## config.mk

```make
export PLATFORM = sky130hd
export DESIGN_NAME = frt_timer
export DESIGN_NICKNAME = d
export VERILOG_FILES = /design/src/frt_pkg.sv /design/src/frt_ext_sync.sv /design/src/frt_capture.sv /design/src/frt_timer.sv
export SDC_FILE = /design/constraint.sdc
export NUM_CORES = 1
export LEC_CHECK = 0
export BUFFER_PORTS_ARGS = -buffer_cell sky130_fd_sc_hd__buf_2
export CAP_MARGIN = 10
export CORE_ASPECT_RATIO = 0.75
export CORE_MARGIN = 4
export CORE_UTILIZATION = 61
export DETAILED_ROUTE_END_ITERATION = 8
export PLACE_DENSITY = 0.86
export SLEW_MARGIN = 20
export SYNTH_ARGS = -nofsm -noshare
export SYNTH_HDL_FRONTEND = slang
export SYNTH_HIERARCHICAL = 1
export SYNTH_SLANG_ARGS = --single-unit
```

## constraint.sdc

```tcl
create_clock -name CLK -period 3.97 [get_ports CLK]
set_clock_uncertainty 0.15 [all_clocks]
set_input_delay 0.5955 -clock CLK [delete_from_list [all_inputs] [get_ports CLK]]
set_output_delay 0.5955 -clock CLK [all_outputs]
set_load 0.01 [all_outputs]
```

## src/frt_pkg.sv

```systemverilog
/*
 * Package for the free-running timer with input capture: clock select
 * codes, reload value, sizes and the enumerations shared by the files.
 * Assumes nothing of its surroundings beyond a SystemVerilog compiler.
 */
package frt_pkg;

  localparam int FRT_WIDTH = 16;
  localparam logic [15:0] FRT_RELOAD = 16'hfffc;
  localparam logic [15:0] FRT_TOP = 16'hffff;
  // Timer clock select codes
  localparam logic [1:0] FRT_CS_DIV4 = 2'h0;
  localparam logic [1:0] FRT_CS_DIV2 = 2'h1;
  localparam logic [1:0] FRT_CS_DIV8 = 2'h2;
  localparam logic [1:0] FRT_CS_EXT = 2'h3;
  // Prescaler terminal counts (divide minus one)
  localparam logic [2:0] FRT_PRE_DIV2 = 3'h1;
  localparam logic [2:0] FRT_PRE_DIV4 = 3'h3;
  localparam logic [2:0] FRT_PRE_DIV8 = 3'h7;
  // Register access codes on the access port
  localparam logic [2:0] FRT_ACC_NONE = 3'h0;
  localparam logic [2:0] FRT_ACC_CNT_HI_RD = 3'h1;
  localparam logic [2:0] FRT_ACC_CNT_LO_RD = 3'h2;
  localparam logic [2:0] FRT_ACC_ALT_HI_RD = 3'h3;
  localparam logic [2:0] FRT_ACC_ALT_LO_RD = 3'h4;
  localparam logic [2:0] FRT_ACC_CNT_LO_WR = 3'h5;
  localparam logic [2:0] FRT_ACC_ALT_LO_WR = 3'h6;

  // Read-sequence state of the counter views
  typedef enum logic [1:0] {
    FRT_RS_IDLE = 2'b01,
    FRT_RS_HELD = 2'b10
  } frt_rdseq_e;

endpackage : frt_pkg

```

## src/frt_ext_sync.sv

```systemverilog
/*
 * External timer clock edge detector. Samples the pin on the falling edge
 * of CLK, then produces a one-cycle rising-edge-domain tick per active edge.
 * Assumes the pin toggles no faster than a quarter of CLK.
 */
`timescale 1ns/10ps
module frt_ext_sync
  import frt_pkg::*;
(
  // Clock and reset
  input wire logic clk,
  input wire logic rst_n,
  // Pin and edge choice
  input wire logic pin,
  input wire logic edge_fall,
  // Event out
  output logic tick
);

  logic neg_s1_r;
  logic pos_s2_r;
  logic pos_s3_r;

  // Reset to the pulled-up idle level, so no false edge after reset
  // falling-edge sampling
  always_ff @(negedge clk or negedge rst_n) begin
    if (!rst_n) begin
      neg_s1_r <= 1'b1;
    end else begin
      neg_s1_r <= pin;
    end
  end

  // Second stage feeds the third and, with it, the edge compare
  always_ff @(posedge clk or negedge rst_n) begin
    if (!rst_n) begin
      pos_s2_r <= 1'b1;
      pos_s3_r <= 1'b1;
    end else begin
      pos_s2_r <= neg_s1_r;
      pos_s3_r <= pos_s2_r;
    end
  end

  // edge polarity select
  always_comb begin
    tick = edge_fall ? (pos_s3_r & ~pos_s2_r) : (pos_s2_r & ~pos_s3_r);
  end

endmodule : frt_ext_sync

```

## src/frt_capture.sv

```systemverilog
/*
 * One input capture channel: edge detect, 16-bit capture register, flag
 * with two-step clear and high-byte read lockout.
 * Assumes capture pins are synchronous to CLK.
 */
`timescale 1ns/10ps
module frt_capture
  import frt_pkg::*;
#(
  parameter int WIDTH = FRT_WIDTH
) (
  input wire logic clk,
  input wire logic rst_n,
  // Pin and configuration
  input wire logic pin,
  input wire logic edge_rise,
  input wire logic enable,
  input wire logic [WIDTH-1:0] count,
  // Software accesses
  input wire logic status_rd,
  input wire logic hi_rd,
  input wire logic lo_acc,
  // State
  output logic [WIDTH-1:0] value_r,
  output logic flag_r
);

  logic pin_d_r;
  logic locked_r;
  logic armed_r;
  logic hit;

  // Idle high like a pulled-up pin: no false edge after reset
  always_ff @(posedge clk or negedge rst_n) begin
    if (!rst_n) begin
      pin_d_r <= 1'b1;
    end else begin
      pin_d_r <= pin;
    end
  end

  // pin always feeds capture
  always_comb begin
    hit = enable & ~locked_r &
          (edge_rise ? (pin & ~pin_d_r) : (~pin & pin_d_r));
  end

  // high read locks transfers
  always_ff @(posedge clk or negedge rst_n) begin
    if (!rst_n) begin
      locked_r <= 1'b0;
    end else if (hi_rd) begin
      locked_r <= 1'b1;
    end else if (lo_acc) begin
      locked_r <= 1'b0;
    end
  end

  // latch most recent count
  always_ff @(posedge clk or negedge rst_n) begin
    if (!rst_n) begin
      value_r <= '0;
    end else if (hit) begin
      value_r <= count;
    end
  end

  // status read arms the clear
  always_ff @(posedge clk or negedge rst_n) begin
    if (!rst_n) begin
      armed_r <= 1'b0;
    end else if (status_rd && flag_r) begin
      armed_r <= 1'b1;
    end else if (lo_acc) begin
      armed_r <= 1'b0;
    end
  end

  // set wins over clear
  always_ff @(posedge clk or negedge rst_n) begin
    if (!rst_n) begin
      flag_r <= 1'b0;
    end else if (hit) begin
      flag_r <= 1'b1;
    end else if (lo_acc && armed_r) begin
      flag_r <= 1'b0;
    end
  end

endmodule : frt_capture

```

## src/frt_timer.sv

```systemverilog
/*
 * Free-running 16-bit timer with prescaler, external clock, overflow flag,
 * buffered byte reads and two input capture channels.
 * Assumes software accesses arrive as one-cycle strobes on plain ports and
 * the interrupt mask comes from the CPU; inputs are synchronous to CLK.
 * REDUCED drops capture channel two; its value and flag read zero.
 */
// Overview of operation
// Counter clocked by CPU clock divided by 2, 4, 8, or external clock.
// Sixteen-bit up-counter, read as bytes, one step per timer clock.
// Writing counter low or alternate low byte forces count to FFFCh.
// Reset loads FFFCh into counter and alternate view, in all modes.
// Select 00 divides by four, 01 by two, 10 by eight, 11 external.
// External clock used only when both select bits are one.
// Edge select bit picks rising or falling external clock edges.
// External clock events synchronised to falling CPU clock edge.
// External clock needs four CPU falling edges between active edges.
// High-byte read latches low byte until low byte read completes.
// Low read outside a pending sequence returns live low byte.
// Overflow flag sets on wrap from FFFFh to 0000h, every mode.
// Overflow interrupt when flag, enable and unmasked; stays pending.
// Overflow clears after status read then counter low access only.
// Counts in wait; halt freezes count, resumes from held count.
// Capture edge latches count into channel register, sets flag.
// Each capture channel has its own edge select bit.
// One capture interrupt enable for both channels, pending if masked.
// Capture flag clears after status read then capture low access.
// Capture high read blocks transfers and flag until low read.
// In one-pulse or pulse-width mode only capture two works.
// Capture pins always feed the timer, even when driven as outputs.
// Reduced variant lacks capture two; its flags read zero.
`timescale 1ns/10ps
module frt_timer
  import frt_pkg::*;
#(
  parameter bit REDUCED = 1'b0
) (
  // Clock and reset
  input wire logic CLK,
  input wire logic RST_N,
  // Pins
  input wire logic EXT_CLK_PIN,
  input wire logic CAP_IN_ONE,
  input wire logic CAP_IN_TWO,
  // Configuration
  input wire logic [1:0] TIMER_CLOCK_SELECT,
  input wire logic EXT_EDGE_FALLING,
  input wire logic CAP_EDGE_ONE,
  input wire logic CAP_EDGE_TWO,
  input wire logic OVF_IRQ_ENABLE,
  input wire logic CAP_IRQ_ENABLE,
  input wire logic PULSE_MODE,
  input wire logic HALT_MODE,
  input wire logic IRQ_MASKED,
  // Software accesses, one-cycle strobes
  input wire logic [2:0] COUNTER_ACCESS,
  input wire logic STATUS_READ,
  input wire logic CAP_ONE_HIGH_READ,
  input wire logic CAP_ONE_LOW_ACCESS,
  input wire logic CAP_TWO_HIGH_READ,
  input wire logic CAP_TWO_LOW_ACCESS,
  // Read data and state
  output logic [15:0] COUNTER_VALUE,
  output logic [7:0] COUNTER_READ_BYTE,
  output logic [15:0] CAPTURE_ONE,
  output logic [15:0] CAPTURE_TWO,
  output logic OVERFLOW_FLAG,
  output logic CAPTURE_FLAG_ONE,
  output logic CAPTURE_FLAG_TWO,
  output logic OVF_IRQ,
  output logic CAP_IRQ
);

  logic [2:0] pre_r;
  logic [2:0] pre_top;
  logic ext_tick;
  logic step;
  logic force_load;
  logic [15:0] count_r;
  logic [7:0] low_buf_r;
  logic [7:0] rd_byte_r;
  frt_rdseq_e seq_r;
  logic ovf_r;
  logic ovf_armed_r;
  logic wrap;
  logic cap1_flag;
  logic cap2_flag;
  logic [15:0] cap1_val;
  logic [15:0] cap2_val;
  logic ovf_irq_r;
  logic cap_irq_r;

  // select decoding
  function automatic logic [2:0] pre_limit(input logic [1:0] sel);
    unique case (sel)
      FRT_CS_DIV2: pre_limit = FRT_PRE_DIV2;
      FRT_CS_DIV8: pre_limit = FRT_PRE_DIV8;
      default: pre_limit = FRT_PRE_DIV4;
    endcase
  endfunction : pre_limit

  // Access decoding shared by the read sequence and its buffer
  function automatic logic is_hi_read(input logic [2:0] code);
    return (code == FRT_ACC_CNT_HI_RD) || (code == FRT_ACC_ALT_HI_RD);
  endfunction : is_hi_read

  function automatic logic is_lo_read(input logic [2:0] code);
    return (code == FRT_ACC_CNT_LO_RD) || (code == FRT_ACC_ALT_LO_RD);
  endfunction : is_lo_read

  // Only the main view clears overflow; the alternate view never does
  function automatic logic is_cnt_lo_access(input logic [2:0] code);
    return (code == FRT_ACC_CNT_LO_RD) || (code == FRT_ACC_CNT_LO_WR);
  endfunction : is_cnt_lo_access

  always_comb begin
    pre_top = pre_limit(TIMER_CLOCK_SELECT);
  end

  frt_ext_sync u_ext (
    .clk(CLK),
    .rst_n(RST_N),
    .pin(EXT_CLK_PIN),
    .edge_fall(EXT_EDGE_FALLING),
    .tick(ext_tick)
  );

  // prescaler; halt freezes it too
  always_ff @(posedge CLK or negedge RST_N) begin
    if (!RST_N) begin
      pre_r <= '0;
    end else if (!HALT_MODE) begin
      pre_r <= (pre_r >= pre_top) ? 3'h0 : pre_r + 3'h1;
    end
  end

  // external only for select 11
  // halt stops stepping
  // Wait mode needs nothing: only halt gates stepping
  always_comb begin
    if (HALT_MODE) begin
      step = 1'b0;
    end else if (TIMER_CLOCK_SELECT == FRT_CS_EXT) begin
      step = ext_tick;
    end else begin
      step = (pre_r >= pre_top);
    end
  end

  // low byte writes reload
  always_comb begin
    force_load = (COUNTER_ACCESS == FRT_ACC_CNT_LO_WR) ||
                 (COUNTER_ACCESS == FRT_ACC_ALT_LO_WR);
  end

  // a reload in the same cycle is not a wrap
  always_comb begin
    wrap = step && !force_load && (count_r == FRT_TOP);
  end

  // up-counter
  // reset value FFFCh
  always_ff @(posedge CLK or negedge RST_N) begin
    if (!RST_N) begin
      count_r <= FRT_RELOAD;
    end else if (force_load) begin
      count_r <= FRT_RELOAD;
    end else if (step) begin
      count_r <= count_r + 16'h0001;
    end
  end

  // high read opens the sequence
  always_ff @(posedge CLK or negedge RST_N) begin
    if (!RST_N) begin
      seq_r <= FRT_RS_IDLE;
    end else begin
      unique case (seq_r)
        FRT_RS_IDLE: begin
          if (is_hi_read(COUNTER_ACCESS)) begin
            seq_r <= FRT_RS_HELD;
          end
        end
        FRT_RS_HELD: begin
          if (is_lo_read(COUNTER_ACCESS)) begin
            seq_r <= FRT_RS_IDLE;
          end
        end
      endcase
    end
  end

  // repeated high reads keep the first buffer
  always_ff @(posedge CLK or negedge RST_N) begin
    if (!RST_N) begin
      low_buf_r <= '0;
    end else if (is_hi_read(COUNTER_ACCESS) && seq_r == FRT_RS_IDLE) begin
      low_buf_r <= count_r[7:0];
    end
  end

  // live low byte when idle
  always_ff @(posedge CLK or negedge RST_N) begin
    if (!RST_N) begin
      rd_byte_r <= '0;
    end else begin
      unique case (COUNTER_ACCESS)
        FRT_ACC_CNT_HI_RD, FRT_ACC_ALT_HI_RD: rd_byte_r <= count_r[15:8];
        FRT_ACC_CNT_LO_RD, FRT_ACC_ALT_LO_RD:
          rd_byte_r <= (seq_r == FRT_RS_HELD) ? low_buf_r : count_r[7:0];
        default: rd_byte_r <= rd_byte_r;
      endcase
    end
  end

  // status read arms clear
  always_ff @(posedge CLK or negedge RST_N) begin
    if (!RST_N) begin
      ovf_armed_r <= 1'b0;
    end else if (STATUS_READ && ovf_r) begin
      ovf_armed_r <= 1'b1;
    end else if (is_cnt_lo_access(COUNTER_ACCESS)) begin
      ovf_armed_r <= 1'b0;
    end
  end

  // wrap sets flag, set wins
  // only counter low clears
  always_ff @(posedge CLK or negedge RST_N) begin
    if (!RST_N) begin
      ovf_r <= 1'b0;
    end else if (wrap) begin
      ovf_r <= 1'b1;
    end else if (ovf_armed_r && is_cnt_lo_access(COUNTER_ACCESS)) begin
      ovf_r <= 1'b0;
    end
  end

  // channel one, edge from control one
  // channel one idle in pulse modes
  frt_capture #(.WIDTH(FRT_WIDTH)) u_cap1 (
    .clk(CLK),
    .rst_n(RST_N),
    .pin(CAP_IN_ONE),
    .edge_rise(CAP_EDGE_ONE),
    .enable(!PULSE_MODE),
    .count(count_r),
    .status_rd(STATUS_READ),
    .hi_rd(CAP_ONE_HIGH_READ),
    .lo_acc(CAP_ONE_LOW_ACCESS),
    .value_r(cap1_val),
    .flag_r(cap1_flag)
  );

  // reduced variant drops channel two
  generate
    if (REDUCED) begin : g_no_cap2
      assign cap2_val = '0;
      assign cap2_flag = 1'b0;
    end else begin : g_cap2
      frt_capture #(.WIDTH(FRT_WIDTH)) u_cap2 (
        .clk(CLK),
        .rst_n(RST_N),
        .pin(CAP_IN_TWO),
        .edge_rise(CAP_EDGE_TWO),
        .enable(1'b1),
        .count(count_r),
        .status_rd(STATUS_READ),
        .hi_rd(CAP_TWO_HIGH_READ),
        .lo_acc(CAP_TWO_LOW_ACCESS),
        .value_r(cap2_val),
        .flag_r(cap2_flag)
      );
    end
  endgenerate

  // overflow request, pending on flag
  always_ff @(posedge CLK or negedge RST_N) begin
    if (!RST_N) begin
      ovf_irq_r <= 1'b0;
    end else begin
      ovf_irq_r <= ovf_r && OVF_IRQ_ENABLE && !IRQ_MASKED;
    end
  end

  // shared capture enable
  always_ff @(posedge CLK or negedge RST_N) begin
    if (!RST_N) begin
      cap_irq_r <= 1'b0;
    end else begin
      cap_irq_r <= (cap1_flag || cap2_flag) && CAP_IRQ_ENABLE &&
                   !IRQ_MASKED;
    end
  end

  // Outputs mirror registers; capture values are already flops
  always_comb begin
    COUNTER_VALUE = count_r;
    COUNTER_READ_BYTE = rd_byte_r;
    CAPTURE_ONE = cap1_val;
    CAPTURE_TWO = cap2_val;
    OVERFLOW_FLAG = ovf_r;
    CAPTURE_FLAG_ONE = cap1_flag;
    CAPTURE_FLAG_TWO = cap2_flag;
    OVF_IRQ = ovf_irq_r;
    CAP_IRQ = cap_irq_r;
  end

endmodule : frt_timer

```

== After elaboration in Yosys (flattened, before gate mapping) ==
Cells that the tools add are included.

* Bits in registers: 84
* Input bits: 23
* Output and inout port bits: 61
* Word-level logic and storage cells: 118

* Add/sub/neg operators: 2
* $lt $le $gt $ge: 1
* Equal/unequal tests: 14
* Muxes and demuxes: 28
* Bitwise operators: 17
* Reduce and logical (&&, ||, !) cells: 34

{| class="wikitable"
|+ Operators with widths
! cell !! number
|-
| 2-to-1 mux 16 bit || 2
|-
| nonzero test 2 bit || 10
|-
| 2-to-1 mux 1 bit || 19
|-
| adder 16 x 1 -> 16 bit (second input constant) || 1
|-
| equality test 16 bit (second input constant) || 1
|-
| one-hot mux 8 bit (2 select lines) || 1
|-
| logical AND 1 bit || 13
|-
| AND 1 bit || 9
|-
| equality test 3 bit (second input constant) || 3
|-
| 2-to-1 mux 8 bit || 1
|-
| inverter 1 bit || 8
|-
| equality test 2 bit (second input constant) || 3
|-
| equality test 3 x 2 -> 1 bit (second input constant) || 2
|-
| one-hot mux 3 bit (2 select lines) || 1
|-
| logical OR 1 bit || 5
|-
| equality test 2 x 1 -> 1 bit (second input constant) || 2
|-
| 2-to-1 mux 2 bit || 2
|-
| != test 2 bit (second input constant) || 2
|-
| one-hot mux 2 bit (2 select lines) || 1
|-
| OR reduction 2 bit || 2
|-
| adder 3 x 1 -> 3 bit (second input constant) || 1
|-
| equality test 3 x 1 -> 1 bit (second input constant) || 1
|-
| greater-or-equal comparator 3 bit || 1
|-
| logical NOT 1 bit || 3
|-
| 2 further kinds || 2
|}

== Logic depth before layout (Yosys ltp) ==
Gate-level depths: netlist (run 1).

* Depth after elaboration: 8
* Depth in mapped cells: 8

== By module ==
Netlist (run 1), hierarchy kept.

{| class="wikitable"
|+ Modules (own cells, without submodules)
! module !! times used !! cells each !! area an instance (µm²) !! sequential area each (µm²)
|-
| frt_timer || 1 || 265 || 2501.1 || 1044.8
|-
| frt_capture || 2 || 95 || 1177.4 || 501.7
|-
| frt_ext_sync || 1 || 7 || 105.1 || 78.8
|}

==> flow_summary.json, run 1 <==
{
  "async_flop_share_pct": 100.0,
  "fin_setup_tns_ps": 0,
  "avgSynthCellArea_um2": 10.74,
  "path_clk_slew_ps": 90,
  "numPortBuffers": 83,
  "synth_top_area_cell": "dfrtp_1",
  "rr_worst_depth": 0,
  "drt_iter0_drc": 559,
  "num_antenna_cells": 0,
  "cts.path.max_buffers": 2,
  "syn_area_um2": 4961,
  "ant_nets": 0,
  "total_power_mw": 2.575,
  "p_seq_share_pct": 46.7,
  "met2_usage_pct": 42.40,
  "detail_route.wl_per_cell_um": 21.15,
  "dr_total_vias": 4358,
  "critical_path.max_fanout": 1,
  "ioPinCount": 84,
  "h-tree-depth": 3,
  "worst_setup_path_end_kind": "flip-flop",
  "nets": 541,
  "ir_drop_mv": 0.2889,
  "cp.arrival_ps": 2910,
  "synth-edff-count": 0,
  "grt_max_degree": 84,
  "fin_util_pct": 68.99,
  "floorplan.rows": 28,
  "clkPwrFrac_pct": 25.1,
  "grt_pass1_wl_um": 21220,
  "cts_setup_buffers": 0,
  "hold_slack_ps": 206.7,
  "insertion_delay_ps": 400,
  "cts.sinks": 84,
  "hp-class": "in -> async",
  "worst_ep_required_time_ps": 4140,
  "grt_antenna_before_repair": 0,
  "synth_seq_area_share_pct": 42.88,
  "p_per_area_nw_per_um2": 471.4,
  "yosys_warnings": 6,
  "maxCapViolCount": 0,
  "die_x_um": 112.1,
  "synth_area_leaders": "dfrtp_1 (32%), a32o_1 (13%), dfstp_2 (11%)",
  "grt_setup_unrepaired": "no",
  "p_leak_nw": 2.232,
  "via_per_inst": 6.984,
  "ys.flop_type": "dfrtp_1",
  "syn_to_final_growth_pct": 10.11,
  "start_util_pct": 62.66,
  "dp_hpwl_um": 8397,
  "cts_buffers": 9,
  "ys_types": 55,
  "start_kind": "flip-flop",
  "status": "complete, no violations",
  "cts.repair.resized": 0,
  "wirelength_um": 13200,
  "nFillCells": 607,
  "final_cell_count_no_fill": 624,
  "grt_pass1_vias": 4124,
  "synth.top_cell.area_share_pct": 32.28,
  "cts_tree": "yes",
  "core_um2": 7918,
  "tightest_slew_ps": 1136,
  "overflow": 0,
  "syn_nets": 489,
  "finalWeightedCongestion": 0.8513,
  "grt_util_met3_pct": 9.944,
  "setup_viol": 0,
  "busiest_layer": "met2",
  "die_height_um": 86.10,
  "cts_root_buf": "clkbuf_8",
  "hold_viol": 0,
  "internal-power_mw": 1.680,
  "dp.cells": 608,
  "route.detailed.drc": 0,
  "p_sw_share_pct": 34.77,
  "crit_type": "reg -> reg",
  "synth_commonest_cells": "a32o_1 (64), dfrtp_1 (64), a221o_1 (32)",
  "ys_ff_latch": 84,
  "reg2reg_to": "u_ext/pos_s2_r",
  "max-slew-margin-rel_pct": 24.11,
  "die_area_um2": 9655,
  "gr-usage-met1_pct": 36.42,
  "combPwrFrac_pct": 28.3,
  "syn_inst": 462,
  "r2r-start": "u_ext/neg_s1_r",
  "layout-drive-gt1-share_pct": 30.64,
  "first_pass_iters": 6,
  "grt_usage_pct": 27.48,
  "power_switching_mw": 0.8954,
  "slew_viol_final": 0,
  "r2r_setup_slack_ps": 1230,
  "cts_hold_buffers": 0
}
==> area by class of cell <==
cell class                      instances  area (um2)  share of cell area (%)
Inverter                               16       60.06                   1.099
Sequential cell                        84        2127                   38.94
Clock buffer                           12       155.1                   2.840
Tap cell                              105       131.4                   2.405
Clock inverter                          5       51.30                  0.9391
Multi-Input combinational cell        313        2471                   45.24
Timing Repair Buffer                   89       466.7                   8.543
==> power by group through the flow <==
stage | Sequential [mW] | Clock [mW] | Combinational [mW]
floorplan | 1.19 | 0.00315 | 0.495
global placement | 1.19 | 0.00315 | 0.687
detailed placement | 1.21 | 0.00315 | 0.724
CTS | 1.20 | 0.661 | 0.727
global route | 1.23 | 0.698 | 0.804
finish | 1.20 | 0.646 | 0.728
==> cells in the final DEF, fill, tap and decap left out, drive strengths merged, types with 12 or more instances in the layout <==
master  instances
a221o          32
a32o           64
buf            89
clkbuf         12
dfrtp          64
dfstp          20
inv            17
mux2           17
nand2          12
nand3          15
nor2           20
o21ai          20
o31ai          13
==> per-layer routing <==
layer	wire length [um]	share of wire, %
met3	1340	10
met2	6103	46
met4	306	2.3
met5	0	0
met1	5448	41
==> cells by family (layout without fill, tap and decap cells) <==
| logic type | after synthesis | after routing | synth area share (%) |
|---|---|---|---|
| AOI/OAI and AO/OA | 171 | 171 | 29.94 |
| muxes | 21 | 21 | 4.666 |
| DFF | 84 | 84 | 42.88 |
| buffers and inverters | 65 | 122 | 7.465 |
| and+or+nand+nor | 115 | 115 | 13.80 |
| other | 1 | 1 | 0.07559 |
| adders and majority gates | 4 | 4 | 1.009 |
| xor gates and xnor gates | 1 | 1 | 0.1766 |
==> per-stage QoR <==
stage | setup WS (ps) | instance area [um2]
floorplan | 1174 | 4961
global placement | 1070 | 5254
detailed placement | 1062 | 5254
CTS | 1231 | 5456
global route | 1224 | 5463
finish | 1229 | 5463
==> state kept, by name, indices dropped and copies added (netlist names), 2 cells and up <==
| signal | flops |
|---|---|
| u_cap1/value_r | 16 |
| low_buf_r | 8 |
| g_cap2.u_cap2/value_r | 16 |
| COUNTER_READ_BYTE | 8 |
| seq_r | 2 |
| COUNTER_VALUE | 16 |
| pre_r | 3 |
==> how the worst max path moves through the flow <==
stage	start	slack (ps)	endpoint	cells after the start
floorplan	EXT_CLK_PIN	1170	u_ext/neg_s1_r	0
global placement	EXT_CLK_PIN	1070	u_ext/neg_s1_r	1
detailed placement	EXT_CLK_PIN	1060	u_ext/neg_s1_r	1
CTS	u_ext/neg_s1_r	1230	u_ext/pos_s2_r	0
global route	u_ext/neg_s1_r	1220	u_ext/pos_s2_r	0
finish	u_ext/neg_s1_r	1230	u_ext/pos_s2_r	0
(Power assumes the default switching activity.)
==> run 2, diff against run 1 <==
ABC_AREA = 1   (was not set)
CORE_UTILIZATION = 50   (was 61)
PLACE_DENSITY = 0.77   (was 0.86)
clock period = 2.4 ns   (was 3.97 ns; I/O delays follow)
==> run 2 against run 1 <==
Effect of this change: critical path depth increased by 6; cell area decreased by 12%; sequential cell count unchanged; routed wire length decreased by 19%; clock-buffer cell count increased by 2; setup slack got worse by 820 ps; cell count increased by 8.2%; via count decreased by 16%; total power increased by 100%; die area increased by 1.4%; global-route usage decreased by 4.9 points.
==> flow_summary.json, run 2 <==
{
  "status": "complete, no violations",
  "overflow": 0,
  "grt_antenna_before_repair": 0,
  "async_flop_share_pct": 100.0,
  "syn_inst": 483,
  "place_area_um2": 4567,
  "wl_met2_um": 4893,
  "via_per_inst": 5.424,
  "hold_slack_ps": 9.334,
  "syn_area_um2": 4126,
  "stdcell_area_um2": 4788,
  "cp.arrival_ps": 2130,
  "synth_area_leaders": "dfrtp_1 (39%), nand2_1 (13%), dfstp_2 (13%)",
  "syn_to_final_growth_pct": 16.04,
  "power_switching_mw": 2.023,
  "yosys_warnings": 6,
  "drt_iter0_drc": 259,
  "cts.repair.resized": 0,
  "syn_nets": 510,
  "synth_seq_area_share_pct": 51.55,
  "p_seq_share_pct": 46.7,
  "nets": 592,
  "total_power_mw": 5.146,
  "wirelength_um": 10630,
  "ant_nets": 0,
  "maxCapViolCount": 0,
  "wl_met1_um": 4893,
  "fin_util_pct": 60.21,
  "highest_layer": "met4",
  "crit_slowest_cell": "dfrtp_1",
  "cts_setup_buffers": 0,
  "numPortBuffers": 83,
  "critical_path.max_fanout": 15,
  "ys_ff_latch": 84,
  "worst_ep_required_time_ps": 2530,
  "nFillCells": 728,
  "route.detailed.drc": 0,
  "p_sw_share_pct": 39.31,
  "layout-drive-gt1-share_pct": 25.26,
  "cts_root_buf": "clkbuf_8",
  "p_per_area_nw_per_um2": 1075,
  "layout_common_cells": "nand2_1 (148), buf_2 (82), dfrtp_1 (64), inv_1 (50), nand3_1 (41)",
  "synth_top_area_cell": "dfrtp_1",
  "grt_max_degree": 84,
  "die_area_um2": 9786,
  "p_leak_nw": 2.521,
  "synth.top_cell.area_share_pct": 38.81,
  "start_kind": "flip-flop",
  "ioPinCount": 84,
  "setup_viol": 0,
  "combPwrFrac_pct": 33.7,
  "fin_setup_tns_ps": 0,
  "crit_chain": "ha_1 -> a21oi_2 -> nand3_2 -> nand2_4 -> nand2_2 -> o21ai_0",
  "finalCriticalPeriod_ps": 1995,
  "first_pass_iters": 5,
  "floorplan.rows": 28,
  "grt_setup_unrepaired": "no",
  "path_delay_family": "simple AND/OR/NAND/NOR gates",
  "die_x_um": 112.9,
  "worst_setup_path_end_kind": "flip-flop",
  "hold_viol": 0,
  "max_freq_mhz": 501.3,
  "core_um2": 7953,
  "tightest_slew_ps": 745.8,
  "grt_pass1_vias": 3398,
  "worst-path-buf-inv": 0,
  "h-tree-depth": 3,
  "dr_total_vias": 3661,
  "path_clk_slew_ps": 80,
  "slowest_delay_ps": 400,
  "synth-edff-count": 0,
  "ys_types": 32,
  "cts.path.max_buffers": 2,
  "dp_hpwl_um": 7668,
  "internal-power_mw": 3.123,
  "die_height_um": 86.68,
  "grt_pass1_wl_um": 17370,
  "finalWeightedCongestion": 0.8387,
  "ys.flop_type": "dfrtp_1",
  "dr_wl_met3_um": 769,
  "grt_usage_pct": 22.57,
  "clkPwrFrac_pct": 19.5,
  "max-slew-margin-rel_pct": 50.28,
  "start_util_pct": 51.89,
  "final_cell_count_no_fill": 675,
  "cts_tree": "yes",
  "cts_buffers": 9,
  "avgSynthCellArea_um2": 8.543,
  "dp.cells": 656,
  "ir_drop_mv": 0.5119,
  "setup_slack_ps": 405.3,
  "yosysMostFrequentCell": "nand2_1",
  "place_ws_ps": 220.9,
  "layout_commonest_cell": "nand2_1",
  "num_antenna_cells": 0,
  "synth_commonest_cells": "nand2_1 (148), dfrtp_1 (64), inv_1 (50)",
  "cts.sinks": 84,
  "crit_type": "reg -> reg",
  "insertion_delay_ps": 390,
  "hp-class": "in -> async",
  "detail_route.wl_per_cell_um": 15.75,
  "slew_viol_final": 0,
  "cts_hold_buffers": 2,
  "finalCritPeriodShare_pct": 83.11
}
## run 2: cell type report
type,count,area [um2],area share [%]
clock inverters,3,38.79,0.8100
multi-input cells,330,1680,35.09
clock buffers,14,152.6,3.188
well taps,105,131.4,2.744
flip-flops and latches,84,2127,44.42
repair buffers,88,466.7,9.747
inverters,51,191.4,3.998
## run 2: per-layer routing
layer / GRT usage (%) / up-vias
met4: 4.258 / 0
met3: 6.769 / 10
met5: 0 / -
met2: 34.41 / 122
li1: - / 1753
met1: 32.47 / 1776
## run 2: cells by family after synthesis
kind of cell	synth area share (%)
xor gates and xnor gates	0.8492
and+or+nand+nor	31.17
other	0.09088
DFF	51.55
AOI/OAI and AO/OA	7.398
adders and majority gates	1.213
buffers and inverters	7.732
## run 2: final timing paths
path,startpoint,end,slack [ps],depth (start not counted)
max,pre_r[2],COUNTER_VALUE[7],410,6
min,RST_N,pre_r[1],9,2
max reg2reg,pre_r[2],COUNTER_VALUE[7],410,6
min reg2reg,u_ext/pos_s2_r,u_ext/pos_s3_r,230,0
max in group asynchronous,RST_N,u_ext/neg_s1_r,1110,1
min in group CLK,CAP_TWO_HIGH_READ,g_cap2.u_cap2/locked_r,50,2
## run 2: power groups by stage
stage | registers [mW] | clock network (mW) | logic, mW
after floorplan | 2.47 | 0.00521 | 0.963
after global routing | 2.48 | 1.08 | 1.96
final | 2.41 | 1.01 | 1.73
after CTS | 2.40 | 1.01 | 1.75
after detailed placement | 2.42 | 0.00521 | 1.74
after global placement | 2.41 | 0.00521 | 1.67
==> run 3, diff against run 2 <==
clock period = 1.7 ns   (was 2.4 ns; I/O delays follow)
==> run 3 against run 2 <==
Effect of this change: via count up 6.4%; total power grew 50%; core utilization up 4.9 points; routed wire length increased by 4.9%; clock-buffer cell count decreased by 2; clock power up 38%; non-clock buffer count grew 42; sequential share of layout area shrank 3.3 points; setup slack lost 370 ps; global-route usage grew 0.75 points; sequential power increased by 36%; die area is the same.
==> flow_summary.json, run 3 (synthesis gave the netlist of run 2 again) <==
{
  "drt_iter0_drc": 349,
  "dp_hpwl_um": 7919,
  "worst_setup_path_end_kind": "output pin",
  "die_area_um2": 9786,
  "dp.cells": 680,
  "crit_type": "reg -> out",
  "start_kind": "flip-flop",
  "stdcell_area_um2": 5175,
  "insertion_delay_ps": 380,
  "critical_path.max_fanout": 6,
  "ir_drop_mv": 0.8133,
  "grt_max_degree": 84,
  "final_cell_count_no_fill": 717,
  "grt_setup_unrepaired": "yes",
  "dr_total_vias": 3896,
  "cts_buffers": 9,
  "grt_pass1_wl_um": 18020,
  "max-slew-margin-rel_pct": 62.66,
  "place_area_um2": 4760,
  "detail_route.wl_per_cell_um": 15.56,
  "h-tree-depth": 3,
  "layout_commonest_cell": "nand2_1",
  "syn_to_final_growth_pct": 25.41,
  "grt_antenna_before_repair": 0,
  "numPortBuffers": 83,
  "nets": 634,
  "setup_viol": 0,
  "finalCriticalPeriod_ps": 1666,
  "worst_ep_required_time_ps": 1290,
  "path_clk_slew_ps": 80,
  "status": "complete, no violations",
  "via_per_inst": 5.434,
  "core_um2": 7953,
  "max_freq_mhz": 600.1,
  "die_x_um": 112.9,
  "p_leak_nw": 2.730,
  "overflow": 0,
  "cts.sinks": 84,
  "fin_setup_tns_ps": 0,
  "ant_nets": 0,
  "start_util_pct": 51.89,
  "slew_viol_final": 0,
  "maxCapViolCount": 0,
  "grt_pass1_vias": 3572,
  "cts_root_buf": "clkbuf_8",
  "wirelength_um": 11160,
  "cts_tree": "yes",
  "first_pass_iters": 5,
  "cp.arrival_ps": 1260,
  "layout_common_cells": "nand2_1 (148), buf_2 (82), dfrtp_1 (64), inv_1 (51), nand3_1 (40)",
  "die_height_um": 86.68,
  "hold_viol": 0,
  "p_per_area_nw_per_um2": 1493,
  "cts.path.max_buffers": 2,
  "finalWeightedCongestion": 0.8505,
  "layout-drive-gt1-share_pct": 29.90,
  "tightest_slew_ps": 558.8,
  "hp-class": "in -> reg",
  "grt_usage_pct": 23.32,
  "finalCritPeriodShare_pct": 98.02,
  "route.detailed.drc": 0,
  "floorplan.rows": 28,
  "num_antenna_cells": 0,
  "ioPinCount": 84
}
## run 3: changes by cell type in the layout (fill, tap and decap cells not counted), moves of 2 or more
cell,delta
buf_4,+33
dlygate4sd3_1,+9
clkbuf_1,-3
inv_4,+2
nor2_1,-2
o21ai_0,-2
o21ai_1,+2
## run 3: timing repair
item / CTS / global route
hold buffers: 12 / 0
buffers inserted: 3 / 6
resized for setup: 2 / 7
pin swaps: 4 / 3
hold endpoints to repair: 72 / 0
setup endpoints to repair: 11 / 17
## run 3: area by class of cell
type	count	area, um2
sequential	84	2127
clock inverter	5	25.02
timing repair buffer	130	813.3
fill	661	2778
clock buffer	12	166.4
tap	105	131.4
inverter	51	191.4
multi-input combinational	330	1720
## run 3: metrics by stage
| stage | util [%] | hold slack [ps] | setup WS (ps) | power [mW] |
|---|---|---|---|---|
| detailed placement | 59.85 | 182.5 | -122.6 | 6.107 |
| CTS | 64.22 | 5.573 | 10.02 | 7.580 |
| global placement | 59.85 | 187.9 | -42.88 | 5.967 |
| finish | 65.07 | 9.287 | 33.70 | 7.724 |
| global route | 65.07 | 2.660 | -38.13 | 8.266 |
| floorplan | - | -190.6 | 64.09 | 4.847 |
## run 3: per-layer routing
metal,routed length [um],vias to the layer above,global-route usage [%]
met3,947,13,5.862
met5,0,-,0
met2,4996,178,35.27
met1,5130,1864,34.18
met4,82,0,5.131
li1,-,1841,-
## run 3: final timing paths
kind	start	end	slack (ps)	cells past startpoint
max in group asynchronous	RST_N	u_ext/neg_s1_r	300	2
setup reg to reg	pre_r[2]	COUNTER_VALUE[6]	50	7
min in group asynchronous	RST_N	u_cap1/value_r[3]	350	3
hold reg to reg	u_ext/pos_s2_r	u_ext/pos_s3_r	230	0
hold / removal	STATUS_READ	g_cap2.u_cap2/armed_r	9	3
setup / recovery	COUNTER_VALUE[5]	COUNTER_VALUE[5]	30	2
## run 3: where the power goes
part	internal (mW)	switching [mW]
registers	2.76	0.512
logic	1.26	1.80
clock network	0.659	0.732
total	4.68	3.05
## run 3: worst max-delay path: stages (launching register included)
cell and delay (ps):
dfstp_2 590, buf_4 180, buf_2 140
